## config.mk

```make
export PLATFORM = sky130hd
export DESIGN_NAME = fuc_float_to_unsigned
export DESIGN_NICKNAME = d
export VERILOG_FILES = /design/src/fuc_pkg.sv /design/src/fuc_float_to_unsigned.sv /design/src/fuc_convert_core.sv
export VERILOG_INCLUDE_DIRS = /design/src
export SDC_FILE = /design/constraint.sdc
export NUM_CORES = 1
export LEC_CHECK = 0
export ABC_AREA = 1
export BUFFER_PORTS_ARGS = -buffer_cell sky130_fd_sc_hd__buf_2
export CORE_MARGIN = 3
export CORE_UTILIZATION = 49
export CTS_BUF_LIST = sky130_fd_sc_hd__clkbuf_4
export CTS_CLUSTER_SIZE = 30
export DETAILED_ROUTE_END_ITERATION = 16
export GPL_ROUTABILITY_DRIVEN = 0
export PLACE_DENSITY = 0.82
export SLEW_MARGIN = 30
export SYNTH_ARGS = -nofsm -noshare
export SYNTH_HDL_FRONTEND = slang
export SYNTH_SLANG_ARGS = --single-unit
```

## constraint.sdc

```tcl
create_clock -name core_clk -period 6.9 [get_ports core_clk]
set_input_delay 1.035 -clock core_clk [delete_from_list [all_inputs] [get_ports core_clk]]
set_output_delay 1.035 -clock core_clk [all_outputs]
set_load 0.005 [all_outputs]
```

## src/fuc_params.svh

```systemverilog
// Constants for the float-to-unsigned conversion unit: opcodes, flag
// positions, status word layout and the APB register map.
// Assumes it is included by bare name from the package and the modules.
`ifndef FUC_PARAMS_SVH
`define FUC_PARAMS_SVH

// Operation codes handled by this unit (124, 125, 126).
`define FUC_OP_W            8
`define FUC_OP_FLAGS_MODE   8'h7c
`define FUC_OP_TRUNC        8'h7d
`define FUC_OP_FLAGS_TRUNC  8'h7e

// Cycles from issue to write-back.
`define FUC_LATENCY         3

// Exception bit positions, shared by the status word and flag vectors.
`define FUC_FLAG_W          6
`define FUC_BIT_INEXACT     1
`define FUC_BIT_INVALID     4
`define FUC_BIT_FLUSH       5
`define FUC_FLAG_MASK       32'h0000_0032

// Rounding mode field of the status word.
`define FUC_MODE_LSB        8
`define FUC_MODE_W          2

// Register map.
`define FUC_ADDR_W          12
`define FUC_STATUS_OFFSET   12'h000
`define FUC_STATUS_RESET    32'h0000_0000
`define FUC_STATUS_MASK     32'h0000_0332

`endif

```

## src/fuc_pkg.sv

```systemverilog
// Types shared by the float-to-unsigned conversion unit.
// Assumes fuc_params.svh is on the include path.
`include "fuc_params.svh"

package fuc_pkg;

   // Encoding of the status word rounding mode field.
   typedef enum logic [`FUC_MODE_W-1:0] {
      RND_NEAREST,
      RND_ZERO,
      RND_UP,
      RND_DOWN
   } fuc_round_t;

   // One operation travelling through the first pipeline stage.
   typedef struct packed {
      logic        write;
      logic        flagsOnly;
      logic        setsStatus;
      fuc_round_t  mode;
      logic [31:0] operand;
   } fuc_stage_t;

endpackage : fuc_pkg

```

## src/fuc_float_to_unsigned.sv

```systemverilog
// Float-to-unsigned conversion unit of the floating-point ALU, with the
// processor status word and its APB access.
// Assumes issue logic presents operations synchronous to core_clk and
// only in the lanes that stand for the permitted issue slots.
`timescale 1ns/1ps
`include "fuc_params.svh"

// What this block does
// RULE_01: Opcode 124 is the flag-only conversion using the status rounding mode.
// RULE_02: Opcode 125 is the truncating conversion writing an integer.
// RULE_03: Opcode 126 is the flag-only conversion rounding toward zero.
// RULE_04: One operand, no modifier, result after three cycles, two issue lanes.
// RULE_05: Truncating conversion always rounds toward zero, ignoring mode bits.
// RULE_06: Opcode 124 evaluates with the currently selected rounding mode.
// RULE_07: Truncation flushes a denormal to zero and sets the status flush flag.
// RULE_08: Flag-only operations flush denormals and set the flush bit returned.
// RULE_09: Flag-only operations return a flag vector and leave status untouched.
// RULE_10: Inexact is 0x02, invalid 0x10, flush 0x20; no exception gives zero.
// RULE_11: Opcode 126 returns exactly the flags truncation would raise.
// RULE_12: Exceptions of the truncating conversion set the status flags.
// RULE_13: Status flags are sticky; only an explicit status write clears them.
// RULE_14: Status flags update in the same cycle the result is written.
// RULE_15: Simultaneous flag updates are ORed together with the old value.
// RULE_16: A false guard blocks both destination and status flag updates.
// RULE_17: Flag-only results are written only when the guard is absent or true.
// RULE_18: Any negative source that is neither zero nor denormal gives zero and raises invalid.
// RULE_19: A not-a-number source gives zero and raises invalid.
// RULE_20: Positive infinity saturates to all ones and raises invalid.
// RULE_21: Fully pipelined; a new conversion may issue every cycle per lane.
module fuc_float_to_unsigned #(
   parameter int NUM_SLOTS = 2
) (
   // Clock and reset
   input  wire logic                                core_clk,
   input  wire logic                                rst,
   // APB register access
   input  wire logic                                psel,
   input  wire logic                                penable,
   input  wire logic                                pwrite,
   input  wire logic [`FUC_ADDR_W-1:0]              paddr,
   input  wire logic [31:0]                         pwdata,
   output logic      [31:0]                         prdata,
   output logic                                     pready,
   output logic                                     pslverr,
   // Issue, one lane per permitted slot
   input  wire logic [NUM_SLOTS-1:0]                issueValid,
   input  wire logic [NUM_SLOTS-1:0][`FUC_OP_W-1:0] issueOpcode,
   input  wire logic [NUM_SLOTS-1:0][31:0]          sourceOperand,
   input  wire logic [NUM_SLOTS-1:0]                guardPresent,
   input  wire logic [NUM_SLOTS-1:0]                guardValue,
   // Write-back
   output logic      [NUM_SLOTS-1:0]                destWrite,
   output logic      [NUM_SLOTS-1:0][31:0]          destValue,
   // Status word
   output logic      [31:0]                         processorStatusWord
);

   ////////////////////////////////////////////////////////////////////////
   // Status word fields

   wire fuc_pkg::fuc_round_t statusMode =
      fuc_pkg::fuc_round_t'(processorStatusWord[`FUC_MODE_LSB +:
                                                `FUC_MODE_W]);

   ////////////////////////////////////////////////////////////////////////
   // APB slave

   wire apbSetup    = psel & ~penable;
   wire apbDone     = psel & penable & pready;
   wire hitStatus   = paddr == `FUC_STATUS_OFFSET;
   wire statusWrite = apbDone & pwrite & hitStatus;

   // Read data is captured in the setup cycle, giving a zero-wait access
   // with every APB output straight from a flip-flop.
   always_ff @(posedge core_clk or posedge rst) begin
      if (rst) begin
         pready  <= 1'b0;
         prdata  <= 32'h0;
         pslverr <= 1'b0;
      end else begin
         pready <= apbSetup;
         if (apbSetup) begin
            prdata  <= (~pwrite & hitStatus) ? processorStatusWord : 32'h0;
            pslverr <= ~hitStatus;
         end
      end
   end

   ////////////////////////////////////////////////////////////////////////
   // Conversion lanes

   logic [NUM_SLOTS-1:0][`FUC_FLAG_W-1:0] statusSet;
   logic [NUM_SLOTS-1:0]                  issueGo;

   for (genvar l = 0; l < NUM_SLOTS; l++) begin : g_lane

      wire isFlagsMode  = issueOpcode[l] == `FUC_OP_FLAGS_MODE;  // [RULE_01]
      wire isTrunc      = issueOpcode[l] == `FUC_OP_TRUNC;       // [RULE_02]
      wire isFlagsTrunc = issueOpcode[l] == `FUC_OP_FLAGS_TRUNC; // [RULE_03]
      wire legalOp      = isFlagsMode | isTrunc | isFlagsTrunc;
      wire guardPass    = ~guardPresent[l] | guardValue[l]; // [RULE_16] [RULE_17]

      assign issueGo[l] = issueValid[l] & legalOp & guardPass;

      fuc_pkg::fuc_stage_t next_s1;
      fuc_pkg::fuc_stage_t s1;

      always_comb begin
         next_s1.write      = issueGo[l];
         next_s1.flagsOnly  = ~isTrunc;
         next_s1.setsStatus = isTrunc;                      // [RULE_09]
         next_s1.operand    = sourceOperand[l];
         // Only opcode 124 follows the mode bits; the rest truncate.
         next_s1.mode = isFlagsMode ? statusMode            // [RULE_06]
                                    : fuc_pkg::RND_ZERO;    // [RULE_05] [RULE_11]
      end

      logic [31:0]             convValue;
      logic [`FUC_FLAG_W-1:0]  convFlags;

      fuc_convert_core u_core (
         .sourceOperand (s1.operand),
         .roundMode     (s1.mode),
         .intValue      (convValue),
         .flags         (convFlags)
      );

      logic                    s2Write;
      logic                    s2FlagsOnly;
      logic                    s2SetsStatus;
      logic [31:0]             s2Value;
      logic [`FUC_FLAG_W-1:0]  s2Flags;

      // Three register stages and no shared state keep the lane fully
      // pipelined.
      always_ff @(posedge core_clk or posedge rst) begin  // [RULE_21] [RULE_04]
         if (rst) begin
            s1           <= '0;
            s2Write      <= 1'b0;
            s2FlagsOnly  <= 1'b0;
            s2SetsStatus <= 1'b0;
            s2Value      <= 32'h0;
            s2Flags      <= '0;
            destWrite[l] <= 1'b0;
            destValue[l] <= 32'h0;
         end else begin
            s1           <= next_s1;
            s2Write      <= s1.write;
            s2FlagsOnly  <= s1.flagsOnly;
            s2SetsStatus <= s1.setsStatus;
            s2Value      <= convValue;   // [RULE_18] [RULE_19] [RULE_20]
            s2Flags      <= convFlags;   // [RULE_07] [RULE_08]
            destWrite[l] <= s2Write;
            if (s2Write) begin
               destValue[l] <= s2FlagsOnly ?                  // [RULE_10]
                               {{(32-`FUC_FLAG_W){1'b0}}, s2Flags} :
                               s2Value;
            end
         end
      end

      assign statusSet[l] = (s2Write & s2SetsStatus) ? s2Flags : '0; // [RULE_12]
   end

   ////////////////////////////////////////////////////////////////////////
   // Status word

   logic [`FUC_FLAG_W-1:0] setAll;

   always_comb begin
      setAll = '0;
      for (int l = 0; l < NUM_SLOTS; l++) begin
         setAll = setAll | statusSet[l];                   // [RULE_15]
      end
   end

   // A hardware set in the cycle of a software write wins over the clear.
   wire [31:0] statusBase = statusWrite ? (pwdata & `FUC_STATUS_MASK)
                                        : processorStatusWord;
   wire [31:0] next_status =
      statusBase | ({{(32-`FUC_FLAG_W){1'b0}}, setAll} & `FUC_FLAG_MASK);

   always_ff @(posedge core_clk or posedge rst) begin
      if (rst) begin
         processorStatusWord <= `FUC_STATUS_RESET;
      end else begin
         processorStatusWord <= next_status;  // [RULE_13] [RULE_14]
      end
   end

   // Truncating issues are tracked to the edge at which their flags may
   // land, so a flag-only or guarded-off status change is caught.
   logic [NUM_SLOTS-1:0] truncDone;

   for (genvar l = 0; l < NUM_SLOTS; l++) begin : g_check

      wire truncIssue = issueValid[l] & guardPass_w(l) &
                        (issueOpcode[l] == `FUC_OP_TRUNC);
      wire flagIssue  = issueValid[l] & guardPass_w(l) &
                        ((issueOpcode[l] == `FUC_OP_FLAGS_MODE) |
                         (issueOpcode[l] == `FUC_OP_FLAGS_TRUNC));
      wire [7:0] srcExp  = sourceOperand[l][30:23];
      wire       srcMant = |sourceOperand[l][22:0];

      logic [2:0] truncPipe;

      always_ff @(posedge core_clk or posedge rst) begin
         if (rst) begin
            truncPipe <= 3'h0;
         end else begin
            truncPipe <= {truncPipe[1:0], truncIssue};
         end
      end

      assign truncDone[l] = truncPipe[2];

   end

   function automatic logic guardPass_w(input int l);
      return ~guardPresent[l] | guardValue[l];
   endfunction : guardPass_w
endmodule : fuc_float_to_unsigned

```

## src/fuc_convert_core.sv

```systemverilog
// Combinational single-precision to 32-bit unsigned converter.
// Assumes its caller registers inputs and outputs around it.
`timescale 1ns/1ps
`include "fuc_params.svh"

module fuc_convert_core (
   // Operand and rounding mode
   input  wire logic [31:0]             sourceOperand,
   input  wire fuc_pkg::fuc_round_t     roundMode,
   // Integer result and exception vector
   output logic      [31:0]             intValue,
   output logic      [`FUC_FLAG_W-1:0]  flags
);

   wire        signBit   = sourceOperand[31];
   wire [7:0]  expField  = sourceOperand[30:23];
   wire [22:0] fracField = sourceOperand[22:0];

   wire isNan     = (expField == 8'hff) & (|fracField);
   wire isInf     = (expField == 8'hff) & ~(|fracField);
   wire isDenorm  = (expField == 8'h00) & (|fracField);
   wire isZero    = (expField == 8'h00) & ~(|fracField);
   wire normalPos = ~signBit & (expField != 8'h00) & (expField != 8'hff);

   // Values of 2^32 and above cannot be held; below 2^-9 only a sticky
   // bit survives, which keeps the shifter at 64 bits.
   wire tooBig = expField >= 8'h9f;
   wire tiny   = expField < 8'h76;

   wire [5:0]  shiftAmt = (tiny | tooBig) ? 6'h00 : 6'(expField - 8'h76);
   wire [63:0] fixedVal = tiny ? 64'h0 : ({40'h0, 1'b1, fracField} << shiftAmt);

   wire [31:0] intPart   = fixedVal[63:32];
   wire        guardBit  = fixedVal[31];
   wire        stickyBit = tiny | (|fixedVal[30:0]);
   wire        lossy     = guardBit | stickyBit;

   logic roundUp;

   always_comb begin
      unique case (roundMode)
         fuc_pkg::RND_NEAREST: roundUp = guardBit & (stickyBit | intPart[0]);
         fuc_pkg::RND_ZERO:    roundUp = 1'b0;
         fuc_pkg::RND_UP:      roundUp = lossy;
         fuc_pkg::RND_DOWN:    roundUp = 1'b0;
      endcase
   end

   wire        carryOut = roundUp & (&intPart);
   wire [31:0] rounded  = intPart + {31'h0, roundUp};

   // A denormal is flushed to zero first, so a negative one is not invalid.
   wire negative = signBit & ~isZero & ~isDenorm & ~isNan;
   wire saturate = (~signBit & isInf) | (normalPos & (tooBig | carryOut));
   wire invalid  = isNan | negative | saturate;
   wire inexact  = normalPos & ~saturate & lossy;

   assign intValue = saturate  ? 32'hffff_ffff :
                     normalPos ? rounded : 32'h0;

   always_comb begin
      flags                   = '0;
      flags[`FUC_BIT_INEXACT] = inexact;
      flags[`FUC_BIT_INVALID] = invalid;
      flags[`FUC_BIT_FLUSH]   = isDenorm;
   end

endmodule : fuc_convert_core

```

==> results.json <==
{
  "start_kind": "flip-flop",
  "insertion_delay_ns": 0.68,
  "postCtsSetupBuffers": 0,
  "clk_path_buf_depth": 3,
  "grt-ovfl-total": 0,
  "clockPowerShare_pct": 34.4,
  "skew_ns": 0.03681,
  "reg2reg_slack_ns": 1.58,
  "grt_pass1_wl_mm": 65.13,
  "regArea_um2": 5709,
  "num-fill-cells": 2808,
  "drive_gt1_share_pct": 15.06,
  "die_area_um2": 31840,
  "r2r_end": "g_lane[0].s2Value[24]",
  "crit_arrival_ns": 5.87,
  "rsz0062_at_grt": "no",
  "start_util_pct": 50.21,
  "internal-power_mw": 2.195,
  "antenna_found_initial": 3,
  "synthArstFlopShare_pct": 100.0,
  "vdd_drop_max_v": 0.0001340,
  "yosysUniqueCellTypes": 50,
  "wl_per_cell_um": 15.36,
  "design_area_um2": 16170,
  "min_path_type": "flip-flop to flip-flop",
  "nets": 2389,
  "syn_area_um2": 14570,
  "place_area_um2": 15410,
  "hold_buffers": 0,
  "synth_edf_count": 0,
  "yosysWarnings": 0,
  "seqPwrFrac_pct": 44.4,
  "worstReg2RegStart": "g_lane[0].s1[23]",
  "grt_pass1_vias": 13216,
  "worstPathRequired_ns": 7.45,
  "post_drt_via_cell_ratio": 5.707,
  "hold_end": "g_lane[1].s2SetsStatus",
  "synth_seq_cells": 228,
  "power_mw": 3.223,
  "tritoncts": "built",
  "cts_buffers": 57,
  "combPwrFrac_pct": 21.3,
  "period_needed_ns": 5.322,
  "grt_start_max_net_pins": 81,
  "htree_levels": 2,
  "p_sw_mw": 1.028,
  "cp_max_fo": 27,
  "synthFlopType": "dfrtp_1",
  "outcome": "finished clean",
  "multi_input_area_um2": 7465,
  "fmax_mhz": 187.9,
  "drtIter0Drc": 2271,
  "wl_mm": 41.00,
  "vias": 15231,
  "relSlewSlack_pct": 34.41,
  "hold_depth": 0,
  "power.density_nw_per_um2": 199.4,
  "grt_util_all_layers_pct": 24.83,
  "critical_path_class": "flip-flop to flip-flop",
  "yosysSeqAreaShare_pct": 39.17,
  "maxCapViolCount": 0,
  "clk_pin_slew_ns": 0.06,
  "syn_area_per_cell_um2": 6.947,
  "synthCells": 2097,
  "core_region_area_um2": 29010,
  "cts_root_buffer": "clkbuf_4",
  "maxSlewViolCount": 0,
  "end_kind": "flip-flop",
  "clock_sinks": 228,
  "setup-violations-final": 0,
  "die_w_um": 178.4,
  "dp_hpwl_mm": 30.61,
  "portBuffers": 185,
  "hold_viol": 0,
  "worstRegToRegCells": 26,
  "io_pins": 267,
  "worst_slew_pin_slew_ns": 0.9802,
  "remaining_drc_errors": 0,
  "fin_util_pct": 55.73,
  "fin_tns_setup_ns": 0,
  "timing.final.crit_share_pct": 77.14,
  "rows": 62,
  "die_h_um": 178.4,
  "hold_start": "g_lane[1].s1[34]",
  "dr.pass1.iters": 10,
  "synthToLayoutAreaGrowth_pct": 10.99,
  "switching_share_pct": 31.90,
  "cts_resized": 0,
  "ant_nets": 0,
  "p_leak_nw": 8.162
}
==> critical path, stage by stage, from the launching register on <==
cell and delay, ns:
dfrtp_1 0.72, nand2_1 0.21, nor2_2 0.07, a21oi_4 0.62
nand3b_1 0.57, buf_8 0.33, nor2_1 0.21, inv_1 0.09
o21ai_1 0.17, nand3_1 0.11, nand2_1 0.15, nor2_1 0.06
nand2_1 0.06, nor2_1 0.04, nand3_1 0.09, nand2_1 0.09
nand3_1 0.11, nand2_1 0.06, nor2_1 0.15, ha_1 0.20
nand3_1 0.18, inv_2 0.16, nand2_1 0.17, nor2_2 0.22
nand4_1 0.13, nand3_1 0.16, nand2_1 0.07
==> sequential cells by signal, indices dropped and copies added (netlist names), 2 cells and up <==
name	cells
destValue	64
destWrite	2
g_lane.s1	74
g_lane.s2Flags	6
g_lane.s2FlagsOnly	2
g_lane.s2SetsStatus	2
g_lane.s2Value	64
g_lane.s2Write	2
prdata	5
processorStatusWord	5
==> power by group through the flow <==
stage / clock network [mW] / logic (mW) / registers [mW]
after CTS: 1.15 / 0.657 / 1.43
after global placement: 0 / 0.643 / 1.45
after floorplan: 0 / 0.515 / 1.44
after global routing: 1.21 / 0.760 / 1.44
final: 1.11 / 0.686 / 1.43
after detailed placement: 0 / 0.654 / 1.45
==> placed cells by master, fill, tap and decap left out, drive strengths merged, types with 2 or more instances in the layout <==
master / n
o211ai: 4
bufinv: 2
inv: 184
clkinvlp: 3
o31ai: 4
a21o: 2
or4: 2
a21oi: 24
clkinv: 14
nand2: 526
nand4: 102
conb: 54
nand3b: 3
ha: 6
buf: 203
o21a: 5
nor3: 5
nor3b: 2
a32o: 5
o21bai: 3
o21ai: 110
xor2: 6
or2: 3
nor2: 166
nor4: 19
o22ai: 6
clkbuf: 80
xnor2: 2
nand3: 499
a31oi: 4
dfrtp: 228
==> how the worst max path moves through the flow <==
stage                     startpoint                     to  slack (ns)  cells after the start
floorplan                        rst           destValue[0]        2.89                      1
global placement    g_lane[0].s1[23]  g_lane[0].s2Value[24]        1.68                     25
detailed placement  g_lane[0].s1[23]  g_lane[0].s2Value[24]        1.49                     25
CTS                 g_lane[0].s1[23]  g_lane[0].s2Value[24]        1.49                     25
global route        g_lane[1].s1[24]   g_lane[1].s2Value[7]        1.20                     24
finish              g_lane[0].s1[23]  g_lane[0].s2Value[24]        1.58                     26
==> area by class of cell <==
type	instances	area share [%]
Multi-Input combinational cell	1570	46.17
Sequential cell	228	35.31
Timing Repair Buffer	203	6.701
Clock buffer	80	3.714
Antenna cell	1	0.01548
Tap cell	384	2.971
Inverter	188	4.388
Clock inverter	15	0.7351
==> metrics by stage <==
stage,setup WS (ns),hold slack (ns),instances
after floorplan,2.885,0.3312,2150
after global placement,1.678,0.3335,2571
after detailed placement,1.489,0.3395,2571
after CTS,1.493,0.3508,2666
after global routing,1.203,0.3555,2669
final,1.578,0.3512,2669
==> per-layer routing <==
metal  routed length [µm]  share of wire, %  up-vias  GRT usage [%]
met4                  978               2.4        2          6.948
met2                16180                39     1019          34.02
met5                    7             0.017        -              0
met3                 5409                13      131          6.088
li1                     -                 -     7261              -
met1                18420                45     6818          38.54
==> cells by family (layout without fill, tap and decap cells) <==
kind of cell / Yosys count / count (layout) / share of synthesized area [%]
AND/OR/NAND/NOR: 1330 / 1330 / 41.82
AO/OA/AOI/OAI: 172 / 172 / 6.845
buffers and inverters: 352 / 486 / 11.15
XOR/XNOR: 8 / 8 / 0.4810
flip-flops: 228 / 228 / 39.17
adder cells (fa/ha/maj): 6 / 6 / 0.5153
other: 1 / 55 / 0.02574
==> cell usage after synthesis, drive strengths merged, types with 2 or more instances <==
master | instances | share of area, %
nand2 | 526 | 14
nand3 | 499 | 17
dfrtp | 228 | 39
inv | 186 | 4.8
nor2 | 166 | 4.8
buf | 122 | 5.2
o21ai | 110 | 3.8
nand4 | 102 | 4.4
clkbuf | 42 | 1.1
a21oi | 24 | 1.1
nor4 | 19 | 0.82
ha | 6 | 0.52
o22ai | 6 | 0.26
xor2 | 6 | 0.36
a32o | 5 | 0.34
nor3 | 5 | 0.17
o21a | 5 | 0.26
a31oi | 4 | 0.17
o211ai | 4 | 0.21
o31ai | 4 | 0.21
nand3b | 3 | 0.15
o21bai | 3 | 0.15
or2 | 3 | 0.13
a21o | 2 | 0.10
clkinv | 2 | 0.052
nor3b | 2 | 0.10
or4 | 2 | 0.10
xnor2 | 2 | 0.12
No activity file was read; power rests on OpenSTA's default activity.
